**src/hdl/tts_pkg.sv**
```systemverilog
package tts_pkg;
  localparam logic [7:0] ADDR_PIN_CFG   = 8'h01;
  localparam logic [7:0] ADDR_LOOP_TOL  = 8'h02;
  localparam logic [7:0] ADDR_BUSY_THR  = 8'h03;
  localparam logic [7:0] ADDR_MIX_PUMP  = 8'h24;
  localparam logic [7:0] ADDR_CONV      = 8'h25;
  localparam logic [7:0] ADDR_GAIN_CPL  = 8'h26;
  localparam logic [7:0] ADDR_GAIN_STG  = 8'h27;
  localparam logic [7:0] ADDR_STATE     = 8'h40;
  localparam logic [7:0] ADDR_RST_STATE = 8'h41;
  localparam int B_PUMP_OFF = 7;
  localparam int B_PUMP_SRC = 6;
  localparam int B_PUMP_SNK = 5;
  localparam int B_MIX_POL  = 3;
  localparam int B_MIX_ON   = 2;
  localparam int B_FILT_INJ = 1;
  localparam int B_CONV_INJ = 0;
  localparam int B_FCMP     = 7;
  localparam int B_JITTER   = 6;
  localparam int B_EXPORT   = 5;
  localparam int B_CHOP     = 4;
  localparam int B_SHAPE    = 3;
  localparam int B_CMROT    = 2;
  localparam int B_SPIN     = 0;
  localparam int B_GMAN     = 3;
  localparam int B_CPL1     = 2;
  localparam int B_CPL2     = 0;
  localparam int B_STG1     = 4;
  localparam int B_STG2     = 2;
  localparam int B_STG3     = 0;
  localparam int B_SLEEP    = 3;
  localparam int B_CAL      = 7;
  localparam int B_PLF      = 6;
  localparam int B_NOW      = 5;
  localparam int B_FILT     = 4;
  localparam int B_BUSY     = 3;
  localparam logic [7:0] RST_MIX_PUMP = 8'h00;
  localparam logic [7:0] RST_CONV     = 8'h40;
  localparam logic [7:0] RST_GAIN_CPL = 8'h00;
  localparam logic [7:0] RST_GAIN_STG = 8'h00;
  localparam logic [3:0] RST_PIN_CFG  = 4'h0;
  localparam logic [1:0] RST_LOOP_TOL = 2'h0;
  localparam logic [6:0] RST_BUSY_THR = 7'h00;
  localparam logic [7:0] MASK_GAIN_CPL = 8'h0F;
  localparam logic [7:0] MASK_GAIN_STG = 8'h3F;
  localparam logic [1:0] SPIN_HOLD = 2'h2;
  typedef enum logic [3:0] {
    SP_00 = 4'b0001,
    SP_01 = 4'b0010,
    SP_10 = 4'b0100,
    SP_11 = 4'b1000
  } tts_spin_t;
endpackage : tts_pkg

```
**src/hdl/tts_regs.sv**
```systemverilog
// Implementation choice: the plain strobed port.
`timescale 1ns/10ps
`default_nettype none
module tts_regs
  import tts_pkg::*;
#(
  parameter int LOCK_FILT_BASE = 4
) (
  // Clock and reset.
  input  wire  logic       clk_sys,
  input  wire  logic       rst,
  // Register port.
  input  wire  logic [7:0] addr,
  input  wire  logic [7:0] wr_data,
  input  wire  logic       wr_en,
  input  wire  logic       rd_en,
  output var   logic [7:0] rd_data,
  // Synthesizer and receiver state.
  input  wire  logic       cal_start,
  input  wire  logic       cal_done,
  input  wire  logic       seq_start,
  input  wire  logic       seq_lock_fail,
  input  wire  logic       lock_now_in,
  input  wire  logic [6:0] rssi_level,
  input  wire  logic [7:0] sub_reset_done,
  // Pin levels and normal pin sources.
  input  wire  logic       lock_pin_level,
  input  wire  logic       data_clock_pin_pin_level,
  input  wire  logic       dio_pin_level,
  input  wire  logic       lock_normal,
  input  wire  logic       data_clock_pin_normal,
  input  wire  logic       dio_normal,
  // Converter samples.
  input  wire  logic       conv_sample_tick,
  input  wire  logic [1:0] conv_sample_bits,
  input  wire  logic       conv_sample_clk,
  // Automatic gain settings.
  input  wire  logic       auto_coupler_one,
  input  wire  logic [1:0] auto_coupler_two,
  input  wire  logic [5:0] auto_stage_gain,
  // Charge pump and mixer controls.
  output var   logic       pump_normal_off,
  output var   logic       pump_force_source,
  output var   logic       pump_force_sink,
  output var   logic       mixer_dc_drive_on,
  output var   logic       mixer_i_positive,
  output var   logic       mixer_q_positive,
  // Analog test module.
  output var   logic       filter_test_inject,
  output var   logic       converter_test_inject,
  output var   logic       analog_test_sleep,
  output var   logic [2:0] analog_test_select,
  // Converter controls.
  output var   logic       freq_comparator_out_on,
  output var   logic       sigma_delta_jitter_on,
  output var   logic       integrator_chop_off,
  output var   logic       mismatch_shaping_off,
  output var   logic       common_mode_rotation_off,
  output var   logic [1:0] converter_spin_pos,
  // Pin drive.
  output var   logic       lock_pin_out,
  output var   logic       data_clock_pin_pin_out,
  output var   logic       dio_pin_out,
  // Applied gains.
  output var   logic       gain_amp_manual,
  output var   logic       coupler_one_gain,
  output var   logic [1:0] coupler_two_gain,
  output var   logic [1:0] stage_one_gain,
  output var   logic [1:0] stage_two_gain,
  output var   logic [1:0] stage_three_gain
);

  if (LOCK_FILT_BASE < 1 || LOCK_FILT_BASE > 31) begin : g_bad_base
    $error("LOCK_FILT_BASE must lie in 1 to 31");
  end

  localparam logic [7:0] FILT_BASE = 8'(LOCK_FILT_BASE);

  // Filtered lock needs a run of instant lock that doubles per tolerance step.
  function automatic logic [7:0] lock_run(input logic [1:0] tol);
    lock_run = FILT_BASE << tol;
  endfunction : lock_run

  function automatic logic [1:0] spin_code(input tts_spin_t s);
    case (s)
      SP_01:   spin_code = 2'h1;
      SP_10:   spin_code = 2'h2;
      SP_11:   spin_code = 2'h3;
      default: spin_code = 2'h0;
    endcase
  endfunction : spin_code

  logic [7:0] mix_pump_q;
  logic [7:0] conv_q;
  logic [7:0] gain_cpl_q;
  logic [7:0] gain_stg_q;
  logic [3:0] pin_cfg_q;
  logic [1:0] loop_tol_q;
  logic [6:0] busy_thr_q;
  logic       cal_fin_q;
  logic       plf_q;
  logic       now_q;
  logic       filt_q;
  logic       busy_q;
  logic [2:0] pins_q;
  logic [7:0] rst_state_q;
  logic [7:0] lock_cnt_q;
  logic [7:0] lock_cnt_d;
  tts_spin_t  spin_q;
  tts_spin_t  spin_d;

  // Address decode.
  wire w_mix  = wr_en && (addr == ADDR_MIX_PUMP);
  wire w_conv = wr_en && (addr == ADDR_CONV);
  wire w_cpl  = wr_en && (addr == ADDR_GAIN_CPL);
  wire w_stg  = wr_en && (addr == ADDR_GAIN_STG);
  wire w_pin  = wr_en && (addr == ADDR_PIN_CFG);
  wire w_tol  = wr_en && (addr == ADDR_LOOP_TOL);
  wire w_thr  = wr_en && (addr == ADDR_BUSY_THR);

  // Status readout.
  wire [7:0] state_word = {cal_fin_q, plf_q, now_q, filt_q, busy_q, pins_q};

  logic [7:0] rd_mux;
  always_comb begin
    if (addr == ADDR_MIX_PUMP) begin
      rd_mux = mix_pump_q;
    end else if (addr == ADDR_CONV) begin
      rd_mux = conv_q;
    end else if (addr == ADDR_GAIN_CPL) begin
      rd_mux = gain_cpl_q;
    end else if (addr == ADDR_GAIN_STG) begin
      rd_mux = gain_stg_q;
    end else if (addr == ADDR_PIN_CFG) begin
      rd_mux = {4'h0, pin_cfg_q};
    end else if (addr == ADDR_LOOP_TOL) begin
      rd_mux = {6'h00, loop_tol_q};
    end else if (addr == ADDR_BUSY_THR) begin
      rd_mux = {1'b0, busy_thr_q};
    end else if (addr == ADDR_STATE) begin
      rd_mux = state_word;
    end else if (addr == ADDR_RST_STATE) begin
      rd_mux = rst_state_q;
    end else begin
      rd_mux = 8'h00;
    end
  end

  // Control registers. Status addresses have no write decode at all.
  always_ff @(posedge clk_sys or posedge rst) begin
    if (rst) begin
      mix_pump_q <= RST_MIX_PUMP;
      conv_q     <= RST_CONV;
      gain_cpl_q <= RST_GAIN_CPL;
      gain_stg_q <= RST_GAIN_STG;
      pin_cfg_q  <= RST_PIN_CFG;
      loop_tol_q <= RST_LOOP_TOL;
      busy_thr_q <= RST_BUSY_THR;
    end else begin
      if (w_mix) mix_pump_q <= wr_data;
      if (w_conv) conv_q <= wr_data;
      // Reserved bits are dropped so they always read zero.
      if (w_cpl) gain_cpl_q <= wr_data & MASK_GAIN_CPL;
      if (w_stg) gain_stg_q <= wr_data & MASK_GAIN_STG;
      if (w_pin) pin_cfg_q <= wr_data[3:0];
      if (w_tol) loop_tol_q <= wr_data[1:0];
      if (w_thr) busy_thr_q <= wr_data[6:0];
    end
  end

  // Read data stand only in the cycle after the strobe.
  always_ff @(posedge clk_sys or posedge rst) begin
    if (rst) begin
      rd_data <= 8'h00;
    end else begin
      rd_data <= rd_en ? rd_mux : 8'h00;
    end
  end

  // Filtered lock: a run counter that saturates once the run is long enough.
  wire [7:0] run_len = lock_run(loop_tol_q);
  wire       run_ok  = lock_cnt_q >= run_len;
  always_comb begin
    if (!lock_now_in) begin
      lock_cnt_d = 8'h00;
    end else if (run_ok) begin
      lock_cnt_d = lock_cnt_q;
    end else begin
      lock_cnt_d = lock_cnt_q + 8'h01;
    end
  end

  // Event flags. Where set and clear meet in one cycle the set wins.
  always_ff @(posedge clk_sys or posedge rst) begin
    if (rst) begin
      cal_fin_q   <= 1'b0;
      plf_q       <= 1'b0;
      now_q       <= 1'b0;
      filt_q      <= 1'b0;
      busy_q      <= 1'b0;
      pins_q      <= 3'h0;
      rst_state_q <= 8'h00;
      lock_cnt_q  <= 8'h00;
    end else begin
      if (cal_done) begin
        cal_fin_q <= 1'b1;
      end else if (cal_start) begin
        cal_fin_q <= 1'b0;
      end
      if (seq_lock_fail) begin
        plf_q <= 1'b1;
      end else if (seq_start) begin
        plf_q <= 1'b0;
      end
      now_q       <= lock_now_in;
      lock_cnt_q  <= lock_cnt_d;
      filt_q      <= lock_now_in && run_ok;
      busy_q      <= rssi_level > busy_thr_q;
      pins_q      <= {lock_pin_level, data_clock_pin_pin_level, dio_pin_level};
      rst_state_q <= sub_reset_done;
    end
  end

  // Input rotation order for the converter, stepped once per sample.
  // A mode change part way through a sequence carries on from the current position,
  // so software that needs a clean start parks the sequencer with the hold code first.
  wire [1:0] spin_mode = conv_q[B_SPIN+:2];
  always_comb begin
    spin_d = spin_q;
    if (spin_mode == SPIN_HOLD) begin
      spin_d = SP_00;
    end else if (conv_sample_tick) begin
      case (spin_q)
        SP_00:   spin_d = (spin_mode == 2'h0) ? SP_01 : SP_10;
        SP_01:   spin_d = (spin_mode == 2'h0) ? SP_10 : SP_00;
        SP_10:   spin_d = (spin_mode == 2'h3) ? SP_00 : SP_11;
        SP_11:   spin_d = (spin_mode == 2'h0) ? SP_00 : SP_01;
        default: spin_d = SP_00;
      endcase
    end
  end

  always_ff @(posedge clk_sys or posedge rst) begin
    if (rst) begin
      spin_q <= SP_00;
    end else begin
      spin_q <= spin_d;
    end
  end

  // Derived controls.
  wire inj      = mix_pump_q[B_FILT_INJ] | mix_pump_q[B_CONV_INJ];
  wire mix_on   = mix_pump_q[B_MIX_ON];
  wire exporting = conv_q[B_EXPORT];
  wire manual   = gain_cpl_q[B_GMAN];
  wire [2:0] sel_d = inj ? pin_cfg_q[2:0] : {1'b1, pin_cfg_q[1:0]};

  // All outputs are registered; each lags its register by one cycle.
  always_ff @(posedge clk_sys or posedge rst) begin
    if (rst) begin
      pump_normal_off          <= 1'b0;
      pump_force_source        <= 1'b0;
      pump_force_sink          <= 1'b0;
      mixer_dc_drive_on        <= 1'b0;
      mixer_i_positive         <= 1'b0;
      mixer_q_positive         <= 1'b0;
      filter_test_inject       <= 1'b0;
      converter_test_inject    <= 1'b0;
      analog_test_sleep        <= 1'b1;
      analog_test_select       <= 3'h4;
      freq_comparator_out_on   <= 1'b0;
      sigma_delta_jitter_on    <= 1'b1;
      integrator_chop_off      <= 1'b0;
      mismatch_shaping_off     <= 1'b0;
      common_mode_rotation_off <= 1'b0;
      converter_spin_pos       <= 2'h0;
      lock_pin_out             <= 1'b0;
      data_clock_pin_pin_out             <= 1'b0;
      dio_pin_out              <= 1'b0;
      gain_amp_manual          <= 1'b0;
      coupler_one_gain         <= 1'b0;
      coupler_two_gain         <= 2'h0;
      stage_one_gain           <= 2'h0;
      stage_two_gain           <= 2'h0;
      stage_three_gain         <= 2'h0;
    end else begin
      pump_normal_off          <= mix_pump_q[B_PUMP_OFF];
      pump_force_source        <= mix_pump_q[B_PUMP_SRC];
      pump_force_sink          <= mix_pump_q[B_PUMP_SNK];
      mixer_dc_drive_on        <= mix_on;
      mixer_i_positive         <= mix_on & mix_pump_q[B_MIX_POL+1];
      mixer_q_positive         <= mix_on & mix_pump_q[B_MIX_POL];
      filter_test_inject       <= mix_pump_q[B_FILT_INJ];
      converter_test_inject    <= mix_pump_q[B_CONV_INJ];
      analog_test_sleep        <= inj ? pin_cfg_q[B_SLEEP] : 1'b1;
      analog_test_select       <= sel_d;
      freq_comparator_out_on   <= conv_q[B_FCMP];
      sigma_delta_jitter_on    <= conv_q[B_JITTER];
      integrator_chop_off      <= conv_q[B_CHOP];
      mismatch_shaping_off     <= conv_q[B_SHAPE];
      common_mode_rotation_off <= conv_q[B_CMROT];
      converter_spin_pos       <= spin_code(spin_q);
      lock_pin_out             <= exporting ? conv_sample_bits[1] : lock_normal;
      data_clock_pin_pin_out             <= exporting ? conv_sample_clk : data_clock_pin_normal;
      dio_pin_out              <= exporting ? conv_sample_bits[0] : dio_normal;
      gain_amp_manual          <= manual;
      coupler_one_gain         <= manual ? gain_cpl_q[B_CPL1] : auto_coupler_one;
      coupler_two_gain         <= manual ? gain_cpl_q[B_CPL2+:2] : auto_coupler_two;
      stage_one_gain           <= manual ? gain_stg_q[B_STG1+:2] : auto_stage_gain[5:4];
      stage_two_gain           <= manual ? gain_stg_q[B_STG2+:2] : auto_stage_gain[3:2];
      stage_three_gain         <= manual ? gain_stg_q[B_STG3+:2] : auto_stage_gain[1:0];
    end
  end
endmodule : tts_regs
`default_nettype wire

```
**config.mk**
```make
export PLATFORM = sky130hd
export DESIGN_NAME = tts_regs
export DESIGN_NICKNAME = d
export VERILOG_FILES = /design/src/hdl/tts_pkg.sv /design/src/hdl/tts_regs.sv
export SDC_FILE = /design/constraint.sdc
export NUM_CORES = 1
export LEC_CHECK = 0
export ABC_AREA = 1
export BUFFER_PORTS_ARGS = -buffer_cell sky130_fd_sc_hd__clkbuf_2
export CAP_MARGIN = 0
export CORE_MARGIN = 2
export CORE_UTILIZATION = 49
export CTS_CLUSTER_SIZE = 40
export DETAILED_ROUTE_END_ITERATION = 7
export PLACE_DENSITY_LB_ADDON = 0.1
export SKIP_CTS_REPAIR_TIMING = 1
export SYNTH_ARGS = -nofsm -noshare
export SYNTH_HDL_FRONTEND = slang
export SYNTH_SLANG_ARGS = --single-unit
```
**constraint.sdc**
```tcl
create_clock -name clk_sys -period 3.05 [get_ports clk_sys]
set_input_delay 0.4575 -clock clk_sys [delete_from_list [all_inputs] [get_ports clk_sys]]
set_output_delay 0.4575 -clock clk_sys [all_outputs]
set_load 0.05 [all_outputs]
```
==> run_results.csv, run 1 <==
group,metric,value,unit
sta,tightest_slew,0.549,ns
placed_design,place.gp.congestion,0.900,
logic_synthesis,synth_edf_count,0,
route,vias,3564,
placed_design,dp_hpwl,7710,um
route,drt_iter0_markers,160,
sta,whs,0.0754,ns
logic_synthesis,syn-num-nets,556,
die,die_h,103,um
global_route,grt_use_met3,4.81,%
logic_synthesis,synth-main-ff-cell,"dfrtp_1",
worst_setup_path,cpMostUsedCell,"nand2_1",
power,static-leakage-power,2.91,nW
sta,finalClockSkew,0.00655,ns
worst_setup_path,slowest_delay,0.39,ns
die,start_util,49.7,%
finish,area_growth,17.8,%
logic_synthesis,synth_area_leaders,"dfrtp_1, nand2_1, o21ai_2",
logic_synthesis,ys_top_cells_by_count,"nand2_1, dfrtp_1, inv_1",
logic_synthesis,synthArstFlopShare,100,%
clocking,clkLatencyLatePin,0.37,ns
global_route,grt-busiest-layer,"met2",
worst_setup_path,cp_top_family,"simple AND/OR/NAND/NOR gates",
die,dieWidth,103,um
worst_setup_path,crit_fanout,8,
global_route,grt_usage,20.2,%
route,drt_wl_total,10000,um
route,drt_pass1_iterations,5,
worst_setup_path,worst-path-buf-inv,1,
placed_design,numPortBuffers,98,
die,core_area,9640,um^2
sta,final.setup.tns,0,ns
hold_path,holdCritPathClass,"in -> async",
logic_synthesis,yosys_warnings,0,
sta,timing.fmax,540,MHz
sta,rsz0062_at_grt,"no",
logic_synthesis,synth_most_common_cell,"nand2_1",
run_status,status,"complete, no violations",
worst_setup_path,required,3.31,ns
logic_synthesis,syn_inst,484,
global_route,first_global_vias,3345,
clocking,h-tree-depth,3,
power,powerDensity,525,nW/um^2
worst_setup_path,critPathSlowestCell,"dfrtp_1",
worst_setup_path,crit_type,"reg -> reg",
logic_synthesis,yosys_register_bits,107,
clocking,cts.sinks,107,
clocking,cts_buffer_depth,2,
sta,maxSlewViolCount,0,
power,finalPower,2.96,mW
logic_synthesis,syn_area,4790,um^2
logic_synthesis,ys_types,43,
logic_synthesis,yosysSeqAreaShare,56.0,%
sta,fin_crit,1.85,ns
clocking,cts_tree,"done",
global_route,gr-total-overflow,0,
logic_synthesis,syn_area_per_cell,9.90,um^2
logic_synthesis,synth_top_area_cell,"dfrtp_1",
global_route,grt.met1_usage,27.7,%
logic_synthesis,synth_top_area_share,53.3,%
die,rows,36,
route,wire_per_inst,13.8,um
power,vdd_ir_drop_max,0.000278,V
worst_setup_path,path_cells,"nand2_1, ha_1, a2111oi_0, nand2_1, nand2_1, clkinv_1, nand2_1, nand2_1",
finish,diodes,0,
finish,drive_gt1_share,32.5,%
sta,period_share,60.7,%
run,drv_cap,0,
sta,hold_viol_final,0,
clocking,clkTransAtPathRegs,0.10,ns
route,vias_per_cell,4.90,
route,antenna_left,0,
clocking,cts_buffers,9,
route,drc,0,
sta,setup_viol,0,
die,dieArea,10600,um^2
global_route,grtUsageMet2,32.7,%
die,io_pins,99,
worst_setup_path,cp-start-kind,"register",
global_route,grt_max_degree,68,
clocking,cts_root_buffer,"clkbuf_8",
global_route,antenna_found_initial,0,
finish,fin_nets,661,
worst_setup_path,crit_path_end_kind,"register",
global_route,grt_pass1_wl,16300,um
sta,relSlewSlack,63.4,%
worst_setup_path,worstPathArrival,2.11,ns
[flip-flops by register name, indices dropped and copies added, names as in the netlist, 6 cells and up]
name and flops:
lock_cnt_q 8, conv_q 8, mix_pump_q 8, rst_state_q 8
gain_stg_q 6, busy_thr_q 7, rd_data 8
[kinds of logic after synthesis]
group / Yosys count / share of synthesized area, %
xor+xnor: 5 / 0.914
mux: 11 / 2.59
fa+ha+maj: 13 / 3.40
flops: 107 / 56.0
simple gates: 192 / 19.2
compound gates: 90 / 12.1
buf+inv: 66 / 5.83
[cell usage in the layout, fill, tap and decap left out, drive strengths merged, types with 2 or more instances in the layout]
master | synthesis | final
a31oi | 3 | 3
clkinv | 3 | 4
xnor2 | 2 | 2
o21a | 2 | 2
nor2 | 23 | 23
clkbuf | 1 | 108
clkinvlp | 0 | 3
nor3 | 4 | 4
o21bai | 3 | 3
buf | 5 | 2
nand4 | 7 | 7
dfstp | 5 | 5
inv | 57 | 58
nand3b | 4 | 4
xor2 | 3 | 3
a41oi | 2 | 2
mux2 | 11 | 11
nand3 | 20 | 20
nand2 | 133 | 133
dfrtp | 102 | 102
a21oi | 18 | 18
o21ai | 56 | 56
ha | 13 | 13
[worst register-to-register path: stages, from the launching register on]
cell       delay, ns
dfrtp_1         0.39
nand2_1         0.08
ha_1            0.30
a2111oi_0       0.39
nand2_1         0.12
nand2_1         0.08
clkinv_1        0.20
nand2_1         0.13
nand2_1         0.05
[metal layers]
| layer | vias to the layer above | part of all wire, % |
|---|---|---|
| li1 | 1790 | - |
| met1 | 1668 | 46 |
| met2 | 96 | 48 |
| met3 | 10 | 5.1 |
| met4 | 0 | 1.1 |
| met5 | - | 0 |
[area by class of cell]
class | count | area [um^2]
clock buffers | 10 | 138
inverters | 60 | 236
repair buffers | 100 | 518
clock inverters | 6 | 71.3
multi-input cells | 311 | 1830
fillers | 899 | 4000
well taps | 133 | 166
flip-flops and latches | 107 | 2680
[path summary, 6_finish.rpt]
kind / slack (ns) / depth (start not counted) / startpoint / endpoint
min in group clk_sys: 0.19 / 1 / lock_pin_level / pins_q[2]
hold reg to reg: 0.38 / 0 / conv_q[6] / sigma_delta_jitter_on
max in group asynchronous: 2.28 / 3 / rst / spin_q[0]
hold / removal: 0.08 / 2 / rst / freq_comparator_out_on
setup reg to reg: 1.20 / 8 / loop_tol_q[0] / lock_cnt_q[0]
setup / recovery: 1.20 / 8 / loop_tol_q[0] / lock_cnt_q[0]
[report_power, final]
| group | switching (mW) | internal (mW) |
|---|---|---|
| sequential | 0.0701 | 1.52 |
| combinational | 0.323 | 0.152 |
| clock | 0.485 | 0.409 |
[through the flow]
stage,setup WS [ns],instances,util [%],area (um^2)
after global routing,0.938,727,58.5,5640
final,1.20,727,58.5,5640
after detailed placement,1.20,711,56.3,5430
after CTS,1.18,727,58.5,5640
after global placement,1.29,711,56.3,5430
after floorplan,1.31,484,-,4790
Power figures use the tool's default switching activity.
==> inputs of run 2 (changes only) <==
Settings changed: CORE_UTILIZATION 49 to 55.
Clock period 3.05 ns to 1.8 ns, I/O delays scaled along.
==> run_results.csv, run 2 (synthesis gave the netlist of run 1 again) <==
group,metric,value,unit
run_status,status,"complete, but fails checks",
run_status,violations,"setup timing",
worst_setup_path,critPathSlowestCell,"dfrtp_1",
finish,fillers,721,
die,io_pins,99,
finish,drive_gt1_share,34.1,%
die,die_h,97.3,um
route,drc,0,
placed_design,dp_hpwl,7540,um
worst_setup_path,cp-start-kind,"register",
sta,relSlewSlack,64.1,%
route,vias,3676,
run,drv_cap,0,
route,antenna_left,0,
finish,fin_nets,671,
sta,rsz0062_at_grt,"yes",
finish,area_growth,21.0,%
finish,diodes,0,
sta,finalClockSkew,0.0128,ns
hold_path,holdCritPathClass,"in -> reg",
global_route,first_global_vias,3515,
finish,layout_commonest_cell,"nand2_1",
placed_design,numPortBuffers,98,
route,drt_wl_total,10300,um
sta,hold_viol_final,0,
die,dieArea,9470,um^2
finish,final_area,5790,um^2
die,start_util,55.7,%
worst_setup_path,crit_fanout,8,
sta,tightest_slew,0.539,ns
die,dieWidth,97.3,um
global_route,grt_pass1_wl,16800,um
sta,setup_viol,7,
clocking,cts_buffers,9,
die,core_area,8590,um^2
sta,maxSlewViolCount,0,
route,wire_per_inst,14.5,um
power,finalPower,5.16,mW
power,static-leakage-power,2.97,nW
worst_setup_path,cp_top_family,"simple AND/OR/NAND/NOR gates",
sta,final.setup.tns,-0.144,ns
worst_setup_path,slowest_delay,0.44,ns
finish,utilization,67.4,%
clocking,clkLatencyLatePin,0.37,ns
route,drt_iter0_markers,199,
clocking,cts_root_buffer,"clkbuf_8",
worst_setup_path,worst-path-buf-inv,2,
worst_setup_path,crit_path_end_kind,"register",
global_route,antenna_found_initial,0,
clocking,clkTransAtPathRegs,0.10,ns
worst_setup_path,worstPathArrival,2.10,ns
sta,period_share,102,%
placed_design,dpl_cell_area,5420,um^2
clocking,cts_buffer_depth,2,
global_route,gr-total-overflow,0,
route,drt_pass1_iterations,5,
power,vdd_ir_drop_max,0.000468,V
worst_setup_path,required,2.07,ns
global_route,grt_max_degree,60,
clocking,cts.sinks,107,
worst_setup_path,path_cells,"inv_2, nand2_1, ha_2, a2111oi_2, nand2_1, nand2_2, clkinvlp_4, nand2_1, nand2_1",
sta,setup_ws,-0.0303,ns
worst_setup_path,cpMostUsedCell,"nand2_1",
placed_design,place.gp.congestion,0.865,
worst_setup_path,crit_type,"reg -> reg",
global_route,grt_usage,22.4,%
route,vias_per_cell,5.16,
power,powerDensity,891,nW/um^2
clocking,h-tree-depth,3,
clocking,cts_tree,"done",
sta,timing.fmax,546,MHz
die,rows,34,
sta,fin_crit,1.83,ns
finish,final_cell_mix,"nand2_1, dfrtp_1, clkbuf_2, inv_1, o21ai_2",
[run 2: changes by cell type in the layout (fill, tap and decap cells not counted), moves of 2 or more]
| cell | before | now |
|---|---|---|
| inv_2 | 9 | 11 |
| dlygate4sd3_1 | 0 | 8 |
| inv_1 | 46 | 44 |
| nand2_1 | 121 | 117 |
| ha_1 | 13 | 9 |
| clkbuf_1 | 0 | 2 |
| nand2_2 | 9 | 13 |
| ha_4 | 0 | 3 |
[run 2: worst paths after layout]
check / start / end / slack [ns] / cells after the start
setup / recovery: loop_tol_q[0] / lock_cnt_q[6] / -0.03 / 9
hold / removal: sub_reset_done[1] / rst_state_q[1] / 0.01 / 1
setup reg to reg: loop_tol_q[0] / lock_cnt_q[6] / -0.03 / 9
hold reg to reg: conv_q[6] / sigma_delta_jitter_on / 0.38 / 0
max in group asynchronous: rst / analog_test_sleep / 0.77 / 4
min in group asynchronous: rst / pump_normal_off / 0.41 / 3
[run 2: metrics by stage]
step                      hold WS [ns]  instances  worst slack (ns)
after detailed placement         0.242        687           -0.0828
final                           0.0132        712           -0.0303
after floorplan                  0.301        484             0.152
after global routing          0.000834        712            -0.182
after global placement           0.240        687            0.0371
after CTS                       -0.158        703           -0.0807
[run 2: metal layers]
metal,routed length [um],up-vias,global-route usage (%)
li1,-,1813,-
met1,4560,1730,30.9
met2,4970,121,36.1
met3,631,12,5.18
met4,143,0,6.09
met5,0,-,0
[run 2: cell type report]
cell class	count	area (um^2)	area share, %
clock buffer	12	145	2.51
sequential	107	2680	46.3
inverter	60	240	4.15
tap	108	135	2.33
timing repair buffer	110	626	10.8
clock inverter	4	73.8	1.27
multi-input combinational	311	1890	32.6
[run 2: report_power, final]
| part | switching (mW) | internal [mW] | total (mW) |
|---|---|---|---|
| Sequential | 0.126 | 2.58 | 2.71 |
| Combinational | 0.562 | 0.283 | 0.845 |
| Clock | 0.781 | 0.827 | 1.61 |
| Total | 1.47 | 3.69 | 5.16 |
==> inputs of run 3 (changes only) <==
Settings changed: BUFFER_PORTS_ARGS -buffer_cell sky130_fd_sc_hd__clkbuf_2 to -buffer_cell sky130_fd_sc_hd__buf_2, CORE_UTILIZATION 55 to 57, CTS_BUF_LIST from default to sky130_fd_sc_hd__clkbuf_4 sky130_fd_sc_hd__clkbuf_8, TNS_END_PERCENT from default to 30.
==> run_results.csv, run 3 (synthesis gave the netlist of run 1 again) <==
group,metric,value,unit
sta,setup_ws,-0.0613,ns
power,powerDensity,855,nW/um^2
route,drt_pass1_iterations,5,
worst_setup_path,required,2.07,ns
run,drv_cap,0,
hold_path,holdCritStartpoint,"seq_start",
route,wire_per_inst,14.3,um
worst_setup_path,cpMostUsedCell,"nand2_1",
sta,tightest_slew,0.518,ns
sta,finalClockSkew,0.00677,ns
run_status,violations,"setup timing",
worst_setup_path,crit_type,"reg -> reg",
worst_setup_path,r2r_start,"loop_tol_q[1]",
die,start_util,58.6,%
worst_setup_path,cp-start-kind,"register",
sta,period_share,103,%
clocking,clkTransAtPathRegs,0.09,ns
global_route,grt_pass1_wl,16200,um
worst_setup_path,reg2reg_slack,-0.06,ns
sta,maxSlewViolCount,0,
route,drt_iter0_markers,183,
clocking,h-tree-depth,3,
finish,area_growth,20.6,%
global_route,first_global_vias,3471,
placed_design,dp_hpwl,7450,um
hold_path,holdCritPathClass,"in -> reg",
global_route,grt_usage,23.7,%
power,vdd_ir_drop_max,0.000399,V
finish,drive_gt1_share,33.7,%
hold_path,whs_endpoint,"plf_q",
route,drc,0,
placed_design,numPortBuffers,98,
placed_design,place.gp.congestion,0.921,
sta,rsz0062_at_grt,"yes",
worst_setup_path,crit_fanout,8,
worst_setup_path,cp_top_family,"simple AND/OR/NAND/NOR gates",
clocking,cts_tree,"done",
clocking,cts_buffers,9,
sta,setup_viol,7,
die,io_pins,99,
worst_setup_path,worstPathArrival,2.14,ns
worst_setup_path,rr_worst_depth,10,
route,vias,3684,
finish,utilization,70.7,%
die,dieArea,9150,um^2
worst_setup_path,path_cells,"inv_2, nand2_2, ha_4, o21a_1, o2111ai_2, nand2_1, nand2_2, clkinvlp_4, nand2_1, nand2_1",
worst_setup_path,worst-path-buf-inv,2,
hold_path,min_path_cells,2,
sta,timing.fmax,537,MHz
clocking,cts.sinks,107,
clocking,clkLatencyLatePin,0.37,ns
worst_setup_path,slowest_delay,0.43,ns
power,static-leakage-power,2.97,nW
die,core_area,8180,um^2
sta,fin_crit,1.86,ns
worst_setup_path,crit_path_end_kind,"register",
clocking,cts_buffer_depth,2,
die,die_h,95.7,um
finish,final_cell_mix,"nand2_1, dfrtp_1, buf_2, inv_1, o21ai_2",
route,antenna_left,0,
sta,relSlewSlack,65.5,%
global_route,grt_max_degree,39,
finish,fin_nets,676,
global_route,gr-total-overflow,0,
finish,diodes,0,
route,vias_per_cell,5.16,
worst_setup_path,r2r_end,"lock_cnt_q[5]",
worst_setup_path,critPathSlowestCell,"dfrtp_1",
power,finalPower,4.94,mW
run_status,status,"complete, but fails checks",
die,dieWidth,95.7,um
die,rows,33,
global_route,antenna_found_initial,0,
finish,layout_commonest_cell,"nand2_1",
clocking,cts_root_buffer,"clkbuf_8",
sta,hold_viol_final,0,
route,drt_wl_total,10200,um
[run 3: worst max-delay path by stage]
stage | startpoint | endpoint | depth (start not counted)
after floorplan | loop_tol_q[0] | lock_cnt_q[0] | 10
after global placement | loop_tol_q[0] | lock_cnt_q[5] | 10
after detailed placement | loop_tol_q[0] | lock_cnt_q[5] | 8
after CTS | loop_tol_q[0] | lock_cnt_q[5] | 8
after global routing | loop_tol_q[1] | lock_cnt_q[5] | 10
final | loop_tol_q[1] | lock_cnt_q[5] | 10
[run 3: area by class of cell]
cell class / count / area [um^2]
Clock buffer: 13 / 166
Clock inverter: 3 / 22.5
Fill cell: 646 / 2400
Inverter: 60 / 240
Multi-Input combinational cell: 311 / 1860
Sequential cell: 107 / 2680
Tap cell: 105 / 131
Timing Repair Buffer: 115 / 673
[run 3: power breakdown]
| part | internal (mW) | total, mW | leakage [nW] | switching [mW] |
|---|---|---|---|---|
| Clock | 0.610 | 1.39 | 0.0887 | 0.777 |
| Combinational | 0.294 | 0.854 | 1.48 | 0.560 |
| Sequential | 2.58 | 2.70 | 1.40 | 0.119 |
[run 3: layer usage]
layer,track usage (%),routed length [um],up-vias
met2,36.7,4890,131
met5,0,0,-
met1,32.7,4480,1714
met3,6.01,620,19
li1,-,-,1820
met4,8.10,210,0
[run 3: per-stage QoR]
stage	worst slack [ns]	cell area [um^2]	TNS (ns)	hold slack [ns]	std cells
floorplan	0.152	4790	0	0.301	484
global placement	0.0503	5420	0	0.322	684
global route	-0.173	5780	-1.09	0.0538	714
CTS	-0.146	5610	-0.958	-0.0784	700
detailed placement	-0.134	5420	-0.860	0.325	684
finish	-0.0613	5780	-0.286	0.0578	714
[run 3: worst reg2reg max path, delay by kind of cell, from the launching register on]
family | cells | cell delay (ns)
AO/OA/AOI/OAI | 2 | 0.38
AND/OR/NAND/NOR | 5 | 0.45
adder cells (fa/ha/maj) | 1 | 0.24
buffers and inverters | 2 | 0.26
flip-flops | 1 | 0.43
